File: config.mk
export PLATFORM = sky130hd
export DESIGN_NAME = pdc_regs
export DESIGN_NICKNAME = d
export VERILOG_FILES = /design/src/pdc_regs.v /design/src/pdc_tick_div.v
export VERILOG_INCLUDE_DIRS = /design/src /design/src/inc
export SDC_FILE = /design/constraint.sdc
export NUM_CORES = 1
export LEC_CHECK = 0
export BUFFER_PORTS_ARGS = -buffer_cell sky130_fd_sc_hd__buf_2
export CAP_MARGIN = 25
export CORE_ASPECT_RATIO = 1.75
export CORE_MARGIN = 2
export CORE_UTILIZATION = 30
export DETAILED_ROUTE_END_ITERATION = 16
export GPL_ROUTABILITY_DRIVEN = 0
export RECOVER_POWER = 50
export SLEW_MARGIN = 20
export SYNTH_ARGS = -nofsm -noshare
export SYNTH_HDL_FRONTEND = slang
export SYNTH_SLANG_ARGS = --single-unit
File: constraint.sdc
create_clock -name mclk -period 18.92 [get_ports mclk]
set_input_delay 0.946 -clock mclk [delete_from_list [all_inputs] [get_ports mclk]]
set_output_delay 0.946 -clock mclk [all_outputs]
set_load 0.05 [all_outputs]
File: src/inc/pdc_defs.vh
// Offsets, field positions, reset values and widths of the PLL divider configuration bank
`ifndef PDC_DEFS_VH
`define PDC_DEFS_VH

// ****************************************************************
// Register offsets (byte registers on the management port)
// ****************************************************************
`define PDC_ADDR_OUT2_MID 8'h23
`define PDC_ADDR_OUT2_LOW 8'h24
`define PDC_ADDR_FB_HS 8'h28
`define PDC_ADDR_FB_LS_MID 8'h29
`define PDC_ADDR_FB_LS_LOW 8'h2A
`define PDC_ADDR_IN1_TOP 8'h2B
`define PDC_ADDR_IN1_MID 8'h2C
`define PDC_ADDR_IN1_LOW 8'h2D

// ****************************************************************
// Field positions
// ****************************************************************
`define PDC_FB_HS_MSB 7
`define PDC_FB_HS_LSB 5
`define PDC_FB_LS_TOP_MSB 3
`define PDC_FB_LS_TOP_LSB 0
`define PDC_IN1_TOP_MSB 2
`define PDC_IN1_TOP_LSB 0

// ****************************************************************
// Reset values
// ****************************************************************
`define PDC_RST_OUT2_MID 8'h00
`define PDC_RST_OUT2_LOW 8'h31
`define PDC_RST_FB_HS 8'hC0
`define PDC_RST_FB_LS_MID 8'h00
`define PDC_RST_FB_LS_LOW 8'hF9
`define PDC_RST_IN1_TOP 8'h00
`define PDC_RST_IN1_MID 8'h00
`define PDC_RST_IN1_LOW 8'h09

// ****************************************************************
// Divider widths and the fixed offset of the high-speed terminal count
// ****************************************************************
`define PDC_CNT_W 20
`define PDC_HS_TERM_OFS 20'h00003

`endif

File: src/pdc_regs.v
// PLL divider configuration register bank with the dividers it steers
`timescale 1ns/1ps
`include "pdc_defs.vh"

module pdc_regs (
   // Clock and reset
   input wire mclk,
   input wire reset_n,
   // Register access from the serial management port logic
   input wire [7:0] reg_addr,
   input wire [7:0] reg_wdata,
   input wire reg_wr,
   input wire reg_rd,
   output reg [7:0] reg_rdata_reg,
   // Source ticks from logic on the same clock
   input wire input_clock_one_tick,
   input wire fb_src_tick,
   input wire out2_src_tick,
   // Divided ticks
   output reg in1_prediv_tick_reg,
   output reg feedback_ls_stage_tick_reg,
   output reg output_clock_two_tick_reg,
   // Applied divider settings
   output reg [15:0] out2_lowspeed_div_reg,
   output reg [2:0] fb_highspeed_div_reg,
   output reg [19:0] fb_lowspeed_div_reg,
   output reg [18:0] in1_prediv_reg
);

   // ****************************************************************
   // Reset release
   // ****************************************************************
   reg rst_meta_reg;
   reg rst_sync_reg;

   // Two-stage release so every flop leaves reset on the same edge
   always @(posedge mclk or negedge reset_n) begin
      if (!reset_n) begin
         rst_meta_reg <= 1'b0;
         rst_sync_reg <= 1'b0;
      end else begin
         rst_meta_reg <= 1'b1;
         rst_sync_reg <= rst_meta_reg;
      end
   end

   // ****************************************************************
   // Register storage
   // ****************************************************************
   reg [7:0] out2_div_mid_byte_reg;
   reg [7:0] out2_div_low_byte_reg;
   reg [2:0] fb_hs_code_reg;
   reg [3:0] fb_ls_top_reg;
   reg [7:0] fb_ls_div_mid_byte_reg;
   reg [7:0] fb_ls_div_low_byte_reg;
   reg [2:0] in1_prediv_top_bits_reg;
   reg [7:0] in1_prediv_mid_byte_reg;
   reg [7:0] in1_prediv_low_byte_reg;

   // Reset images of the mixed registers; fields are sliced out so no bits are dropped by accident
   localparam [7:0] fb_hs_rst_val = `PDC_RST_FB_HS;
   localparam [7:0] in1_top_rst_val = `PDC_RST_IN1_TOP;

   // Byte writes; reserved bits are simply not stored
   always @(posedge mclk or negedge rst_sync_reg) begin
      if (!rst_sync_reg) begin
         out2_div_mid_byte_reg <= `PDC_RST_OUT2_MID;
         out2_div_low_byte_reg <= `PDC_RST_OUT2_LOW;
         fb_hs_code_reg <= fb_hs_rst_val[`PDC_FB_HS_MSB:`PDC_FB_HS_LSB];
         fb_ls_top_reg <= fb_hs_rst_val[`PDC_FB_LS_TOP_MSB:`PDC_FB_LS_TOP_LSB];
         fb_ls_div_mid_byte_reg <= `PDC_RST_FB_LS_MID;
         fb_ls_div_low_byte_reg <= `PDC_RST_FB_LS_LOW;
         in1_prediv_top_bits_reg <= in1_top_rst_val[`PDC_IN1_TOP_MSB:`PDC_IN1_TOP_LSB];
         in1_prediv_mid_byte_reg <= `PDC_RST_IN1_MID;
         in1_prediv_low_byte_reg <= `PDC_RST_IN1_LOW;
      end else if (reg_wr) begin
         case (reg_addr)
            `PDC_ADDR_OUT2_MID: begin
               out2_div_mid_byte_reg <= reg_wdata;
            end
            `PDC_ADDR_OUT2_LOW: begin
               out2_div_low_byte_reg <= reg_wdata;
            end
            `PDC_ADDR_FB_HS: begin
               fb_hs_code_reg <= reg_wdata[`PDC_FB_HS_MSB:`PDC_FB_HS_LSB];
               fb_ls_top_reg <= reg_wdata[`PDC_FB_LS_TOP_MSB:`PDC_FB_LS_TOP_LSB];
            end
            `PDC_ADDR_FB_LS_MID: begin
               fb_ls_div_mid_byte_reg <= reg_wdata;
            end
            `PDC_ADDR_FB_LS_LOW: begin
               fb_ls_div_low_byte_reg <= reg_wdata;
            end
            `PDC_ADDR_IN1_TOP: begin
               in1_prediv_top_bits_reg <= reg_wdata[`PDC_IN1_TOP_MSB:`PDC_IN1_TOP_LSB];
            end
            `PDC_ADDR_IN1_MID: begin
               in1_prediv_mid_byte_reg <= reg_wdata;
            end
            `PDC_ADDR_IN1_LOW: begin
               in1_prediv_low_byte_reg <= reg_wdata;
            end
            default: begin
            end
         endcase
      end
   end

   // ****************************************************************
   // Read back
   // ****************************************************************
   reg [7:0] rd_mux;

   // Reserved positions and unmapped offsets return zero
   always @* begin
      rd_mux = 8'h00;
      case (reg_addr)
         `PDC_ADDR_OUT2_MID: begin
            rd_mux = out2_div_mid_byte_reg;
         end
         `PDC_ADDR_OUT2_LOW: begin
            rd_mux = out2_div_low_byte_reg;
         end
         `PDC_ADDR_FB_HS: begin
            rd_mux = {fb_hs_code_reg, 1'b0, fb_ls_top_reg};
         end
         `PDC_ADDR_FB_LS_MID: begin
            rd_mux = fb_ls_div_mid_byte_reg;
         end
         `PDC_ADDR_FB_LS_LOW: begin
            rd_mux = fb_ls_div_low_byte_reg;
         end
         `PDC_ADDR_IN1_TOP: begin
            rd_mux = {5'h00, in1_prediv_top_bits_reg};
         end
         `PDC_ADDR_IN1_MID: begin
            rd_mux = in1_prediv_mid_byte_reg;
         end
         `PDC_ADDR_IN1_LOW: begin
            rd_mux = in1_prediv_low_byte_reg;
         end
         default: begin
            rd_mux = 8'h00;
         end
      endcase
   end

   // Read data is held until the next read strobe
   always @(posedge mclk or negedge rst_sync_reg) begin
      if (!rst_sync_reg) begin
         reg_rdata_reg <= 8'h00;
      end else if (reg_rd) begin
         reg_rdata_reg <= rd_mux;
      end
   end

   // ****************************************************************
   // Field assembly and terminal counts
   // ****************************************************************

   // Ratio n+1 means the counter wraps at the field value itself
   function [`PDC_CNT_W-1:0] term_of_field;
      input [`PDC_CNT_W-1:0] field;
      begin
         term_of_field = field;
      end
   endfunction

   wire [15:0] out2_field;
   wire [19:0] fb_ls_field;
   wire [18:0] in1_field;
   wire [`PDC_CNT_W-1:0] out2_term;
   wire [`PDC_CNT_W-1:0] fb_ls_term;
   wire [`PDC_CNT_W-1:0] in1_term;
   wire [`PDC_CNT_W-1:0] fb_hs_term;

   // Upper output-two bits live outside this bank and count as zero here
   assign out2_field = {out2_div_mid_byte_reg, out2_div_low_byte_reg};
   assign fb_ls_field = {fb_ls_top_reg, fb_ls_div_mid_byte_reg, fb_ls_div_low_byte_reg};
   assign in1_field = {in1_prediv_top_bits_reg, in1_prediv_mid_byte_reg, in1_prediv_low_byte_reg};
   assign out2_term = term_of_field({4'h0, out2_field});
   assign fb_ls_term = term_of_field(fb_ls_field);
   assign in1_term = term_of_field({1'b0, in1_field});
   // Codes 0..7 give ratios 4..11, so wrap at code plus three
   assign fb_hs_term = {17'h00000, fb_hs_code_reg} + `PDC_HS_TERM_OFS;

   // ****************************************************************
   // Dividers
   // ****************************************************************
   wire in1_tick;
   wire fb_hs_tick;
   wire fb_ls_tick;
   wire out2_tick;

   // Pre-divider on input clock one
   pdc_tick_div u_in1_div (
      .mclk(mclk),
      .rst_n(rst_sync_reg),
      .src_tick(input_clock_one_tick),
      .term_cnt(in1_term),
      .out_tick_reg(in1_tick)
   );

   // Feedback high-speed stage clocks the low-speed stage
   pdc_tick_div u_fb_hs_div (
      .mclk(mclk),
      .rst_n(rst_sync_reg),
      .src_tick(fb_src_tick),
      .term_cnt(fb_hs_term),
      .out_tick_reg(fb_hs_tick)
   );

   // Feedback low-speed stage feeds the phase detector
   pdc_tick_div u_fb_ls_div (
      .mclk(mclk),
      .rst_n(rst_sync_reg),
      .src_tick(fb_hs_tick),
      .term_cnt(fb_ls_term),
      .out_tick_reg(fb_ls_tick)
   );

   // Output-two low-speed divider
   pdc_tick_div u_out2_div (
      .mclk(mclk),
      .rst_n(rst_sync_reg),
      .src_tick(out2_src_tick),
      .term_cnt(out2_term),
      .out_tick_reg(out2_tick)
   );

   // ****************************************************************
   // Output flops
   // ****************************************************************

   // Every output is registered; ticks lag their divider by one cycle
   always @(posedge mclk or negedge rst_sync_reg) begin
      if (!rst_sync_reg) begin
         in1_prediv_tick_reg <= 1'b0;
         feedback_ls_stage_tick_reg <= 1'b0;
         output_clock_two_tick_reg <= 1'b0;
         out2_lowspeed_div_reg <= {`PDC_RST_OUT2_MID, `PDC_RST_OUT2_LOW};
         fb_highspeed_div_reg <= fb_hs_rst_val[`PDC_FB_HS_MSB:`PDC_FB_HS_LSB];
         fb_lowspeed_div_reg <= {fb_hs_rst_val[`PDC_FB_LS_TOP_MSB:`PDC_FB_LS_TOP_LSB],
            `PDC_RST_FB_LS_MID, `PDC_RST_FB_LS_LOW};
         in1_prediv_reg <= {in1_top_rst_val[`PDC_IN1_TOP_MSB:`PDC_IN1_TOP_LSB],
            `PDC_RST_IN1_MID, `PDC_RST_IN1_LOW};
      end else begin
         in1_prediv_tick_reg <= in1_tick;
         feedback_ls_stage_tick_reg <= fb_ls_tick;
         output_clock_two_tick_reg <= out2_tick;
         out2_lowspeed_div_reg <= out2_field;
         fb_highspeed_div_reg <= fb_hs_code_reg;
         fb_lowspeed_div_reg <= fb_ls_field;
         in1_prediv_reg <= in1_field;
      end
   end

endmodule // pdc_regs

File: src/pdc_tick_div.v
// Enable-pulse divider: one output tick per (terminal+1) input ticks
`timescale 1ns/1ps
`include "pdc_defs.vh"

module pdc_tick_div (
   // Clock and reset
   input wire mclk,
   input wire rst_n,
   // Source tick and terminal count (ratio minus one)
   input wire src_tick,
   input wire [`PDC_CNT_W-1:0] term_cnt,
   // Divided tick
   output reg out_tick_reg
);

   reg [`PDC_CNT_W-1:0] cnt_reg;

   // Count source ticks; wrap and tick on terminal. A terminal lowered
   // below the running count wraps at once, so a new ratio takes hold quickly.
   always @(posedge mclk or negedge rst_n) begin
      if (!rst_n) begin
         cnt_reg <= {`PDC_CNT_W{1'b0}};
         out_tick_reg <= 1'b0;
      end else begin
         out_tick_reg <= 1'b0;
         if (src_tick) begin
            if (cnt_reg >= term_cnt) begin
               cnt_reg <= {`PDC_CNT_W{1'b0}};
               out_tick_reg <= 1'b1;
            end else begin
               cnt_reg <= cnt_reg + 20'h00001;
            end
         end
      end
   end

endmodule // pdc_tick_div

## Yosys cells after proc, flatten, opt, wreduce, memory -nomap -nowiden

Cells that the tools add are included.

| storage, ports and cells | value |
|---|---|
| register bits after elaboration | 213 |
| bits of input ports | 23 |

| cells by class | value |
|---|---|
| add/sub/neg operators | 5 |
| $lt $le $gt $ge | 4 |
| equality and inequality tests | 8 |
| multiplexer cells | 13 |
| reduce and logical (&&, ||, !) cells | 8 |

Operators with widths:

| kind | count |
|---|---|
| 20-bit by 1-bit adder with 20-bit output, second input constant | 4 |
| 20-bit 2-to-1 mux | 4 |
| 8-bit by 6-bit equality test with 1-bit output, second input constant | 8 |
| 8-bit case mux with 8 select lines | 1 |
| 20-bit by 16-bit >= comparator with 1-bit output | 1 |
| 20-bit by 19-bit >= comparator with 1-bit output | 1 |
| 20-bit >= comparator | 1 |
| 20-bit by 4-bit >= comparator with 1-bit output | 1 |
| 2-bit AND reduction | 8 |
| 1-bit 2-to-1 mux | 8 |
| 3-bit by 2-bit adder with 4-bit output, second input constant | 1 |

## Logic depth before layout (Yosys ltp)

| logic depth | value |
|---|---|
| depth in word-level cells | 4 |
| gate-level depth with buffers | 10 |
| depth with buffers taken out | 8 |

## Hierarchy

A second synthesis with hierarchy kept.

| second synthesis, totals | value |
|---|---|
| cell total of the unflattened synthesis | 992 |
| area, all modules | 11,287.1 um^2 |

Modules (own cells, without submodules):

| module | times used | cells an instance | area an instance (um^2) | sequential area each (um^2) |
|---|---|---|---|---|
| pdc_tick_div | 4 | 169 | 1,610.3 | 525.5 |
| pdc_regs | 1 | 316 | 4,845.9 | 3,260.6 |

## Worst setup path after synthesis

Ideal clock, no wire load.

| timing | value |
|---|---|
| kind | input-to-reg |
| start | in reg_addr[4] |
| end | reg fb_ls_div_low_byte_reg[1] |
| library setup time | 0.125 ns |
| data arrival time | 2.409 ns |
| data required time | 18.795 ns |
| setup slack | 16.386 ns |
| stages on the path | 6 |
| path buffers | 0 |
| cells stage by stage | nor4b_4 -> nand2_2 -> nor2_4 -> nand2_4 -> nor3b_4 -> mux2_2 |

| between the ends | value |
|---|---|
| word-level cells in the longest chain between the ends | 2 |

Ends and longest elaborated chain:

| what | line | RTL |
|---|---|---|
| start, declared | pdc_regs.v:10 | `input wire [7:0] reg_addr,` |
| 8-bit by 6-bit equality test with 1-bit output | pdc_regs.v:77 | `case (reg_addr)` |
| 2-bit AND reduction (no line) | n/a |  |
| end signal, assigned | pdc_regs.v:72 | `` fb_ls_div_low_byte_reg <= `PDC_RST_FB_LS_LOW; `` |
| end signal, assigned | pdc_regs.v:92 | `fb_ls_div_low_byte_reg <= reg_wdata;` |
| end, declared | pdc_regs.v:55 | `reg [7:0] fb_ls_div_low_byte_reg;` |

No other way between the ends.
A chain may end at the register's enable or synchronous reset.

==> flow_summary.json <==
{
  "violations": "capacitance limit, slew limit",
  "wirelength_um": 24600,
  "grt_pass1_vias": 7089,
  "skew_ns": 0.0134,
  "crit_start": "rst_sync_reg$_DFF_PN0_",
  "reg2reg_from": "rst_sync_reg$_DFF_PN0_",
  "critPathCaptureType": "asynchronous set/reset pin",
  "dieArea_sq_um": 35200,
  "grt_start_max_net_pins": 81,
  "cts_tree": "done",
  "status": "finished, violations left",
  "synth_edf_count": 0,
  "synth_cell_types": 65,
  "antenna_cells": 0,
  "rows": 88,
  "io_pins": 92,
  "synth_flop_cell": "dfrtp_1",
  "drive_gt1_share_pct": 19.5,
  "htree_levels": 1,
  "cts.path.max_buffers": 3,
  "synth.ff_latch_count": 213,
  "ir_drop_uv": 56.5,
  "cellPowerDensity_nw_per_um2": 98.4,
  "grt_pass1_wl_um": 39100,
  "avgSynthCellArea_sq_um": 11.4,
  "finalCritPeriodShare_pct": 35.7,
  "die_w_um": 143,
  "drc_errors": 0,
  "overflow": 0,
  "p_leak_nw": 5.48,
  "hold_viol_final": 0,
  "vias": 6866,
  "syn-num-nets": 975,
  "yosys_warnings": 0,
  "detail_route.wl_per_cell_um": 17.5,
  "core_area_sq_um": 33000,
  "max_slew_margin_pct": -153,
  "drt-vias-per-instance": 4.88,
  "drv_cap": 3,
  "cts_root_buf": "clkbuf_16",
  "fill_cells": 3276,
  "cts_setup_buffers": 0,
  "whs_ns": 0.206,
  "critPathMaxFanout": 72,
  "port_buffers": 91,
  "crit_arrival_ns": 6.51,
  "drv_slew": 189,
  "startpoint_type": "flop",
  "cts_sinks": 213,
  "ant_nets": 0,
  "fin_crit_ns": 6.76,
  "multi_input_area_sq_um": 4330,
  "post_cts_resized": 0,
  "die_h_um": 247,
  "syn2layout_area_growth_pct": 15.8,
  "grt_setup_unrepaired": "false",
  "cts_buffers": 22,
  "cp.required_ns": 18.68,
  "synth_cells": 888,
  "tns_ns": 0,
  "clock_latency_ns": 0.52,
  "setup_viol": 0,
  "synth-async-reset-ratio_pct": 100,
  "cts_hold_buf": 0,
  "antenna_found_initial": 0,
  "grtUsageTotal_pct": 14.2,
  "nNetsFinal": 1075,
  "start_util_pct": 30.5,
  "regArea_sq_um": 5360,
  "hpwl_um": 18100,
  "max_freq_ghz": 0.148,
  "syn_area_sq_um": 10100,
  "cts.clk_slew.worst_paths_ns": 0.06,
  "firstDrtPassIters": 4,
  "drt_iter0_markers": 382,
  "hold_class": "input port to asynchronous set/reset pin",
  "worst_slew_pin_slew_ns": 3.79,
  "ys_seq_area_share_pct": 53.1,
  "criticalPathCategory": "flop to asynchronous set/reset pin"
}
[cell usage after synthesis (13+ instances only)]
master   count  area [sq um]
nand4_1     13          81.3
and3_1      26           163
dfstp_2     26           683
inv_1       73           274
dfrtp_1    187          4680
ha_1        64           801
mux2_2      51           574
nor2_1      79           297
xnor2_1     20           175
xor2_1      35           307
o21ai_0     33           165
nand3_1     22           110
a22oi_1     14           105
a21oi_1     16          80.1
nand2_1     72           270
[final timing paths]
| kind | to | slack, ns | cells after the start |
|---|---|---|---|
| max reg2reg | out2_lowspeed_div_reg[11]$_DFF_PN0_ | 12.16 | 2 |
| min in group mclk | in1_prediv_tick_reg$_DFF_PN0_ | 0.35 | 0 |
| min reg2reg | in1_prediv_tick_reg$_DFF_PN0_ | 0.35 | 0 |
| max in group mclk | u_fb_ls_div.cnt_reg[8]$_DFFE_PN0P_ | 16.14 | 8 |
| max | out2_lowspeed_div_reg[11]$_DFF_PN0_ | 12.16 | 2 |
| min | rst_sync_reg$_DFF_PN0_ | 0.21 | 1 |
[routing by layer]
layer	vias up	routed length, um	GRT usage (%)
met5	-	0	0
met4	0	654	5.18
met3	37	829	1.69
met2	129	13500	27.3
met1	3433	9610	15.8
li1	3267	-	-
[logic make-up after synthesis]
kind of cell	count (synthesis)	synth area share (%)
compound gates	119	8.23
xor+xnor	55	4.77
fa+ha+maj	64	7.94
buf+inv	92	3.89
flops	213	53.1
mux	60	6.96
other cells	1	0.0372
simple gates	284	15.0
[power by group]
part,internal (mW),switching [mW]
combinational,0.0581,0.113
sequential,0.487,0.0332
clock,0.273,0.186
[through the flow]
stage	instance area [sq um]	instances	setup WS [ns]	total power [mW]	util, %
floorplan	10100	888	12.59	0.653	-
global placement	11000	1367	16.02	0.700	33.2
detailed placement	11000	1368	15.95	0.703	33.2
CTS	11700	1407	16.16	1.17	35.5
global route	11700	1408	10.68	1.21	35.4
finish	11700	1408	12.16	1.15	35.4
[cell usage in the layout (no fill, tap or decap), types with 14 or more instances in the layout]
cell type,Yosys,layout
clkbuf_1,6,36
clkbuf_16,0,23
xnor2_1,20,20
nor2_1,79,79
xor2_1,35,35
nand3_1,22,22
inv_1,73,73
dfrtp_1,187,187
nand2_1,72,72
ha_1,64,64
a22oi_1,14,14
and3_1,26,26
a21oi_1,16,16
mux2_2,51,51
buf_2,7,61
o21ai_0,33,33
[worst max-delay path: stages (launching register included)]
cell and delay, ns:
dfrtp_1 1.08, clkbuf_1 2.06, clkbuf_1 2.81
[layout make-up]
type	count	area share (%)
flip-flops and latches	213	45.9
multi-input cells	583	37.1
clock buffers	32	5.73
well taps	405	4.34
repair buffers	95	3.80
inverters	73	2.34
clock inverters	7	0.814
(Power assumes the default switching activity.)
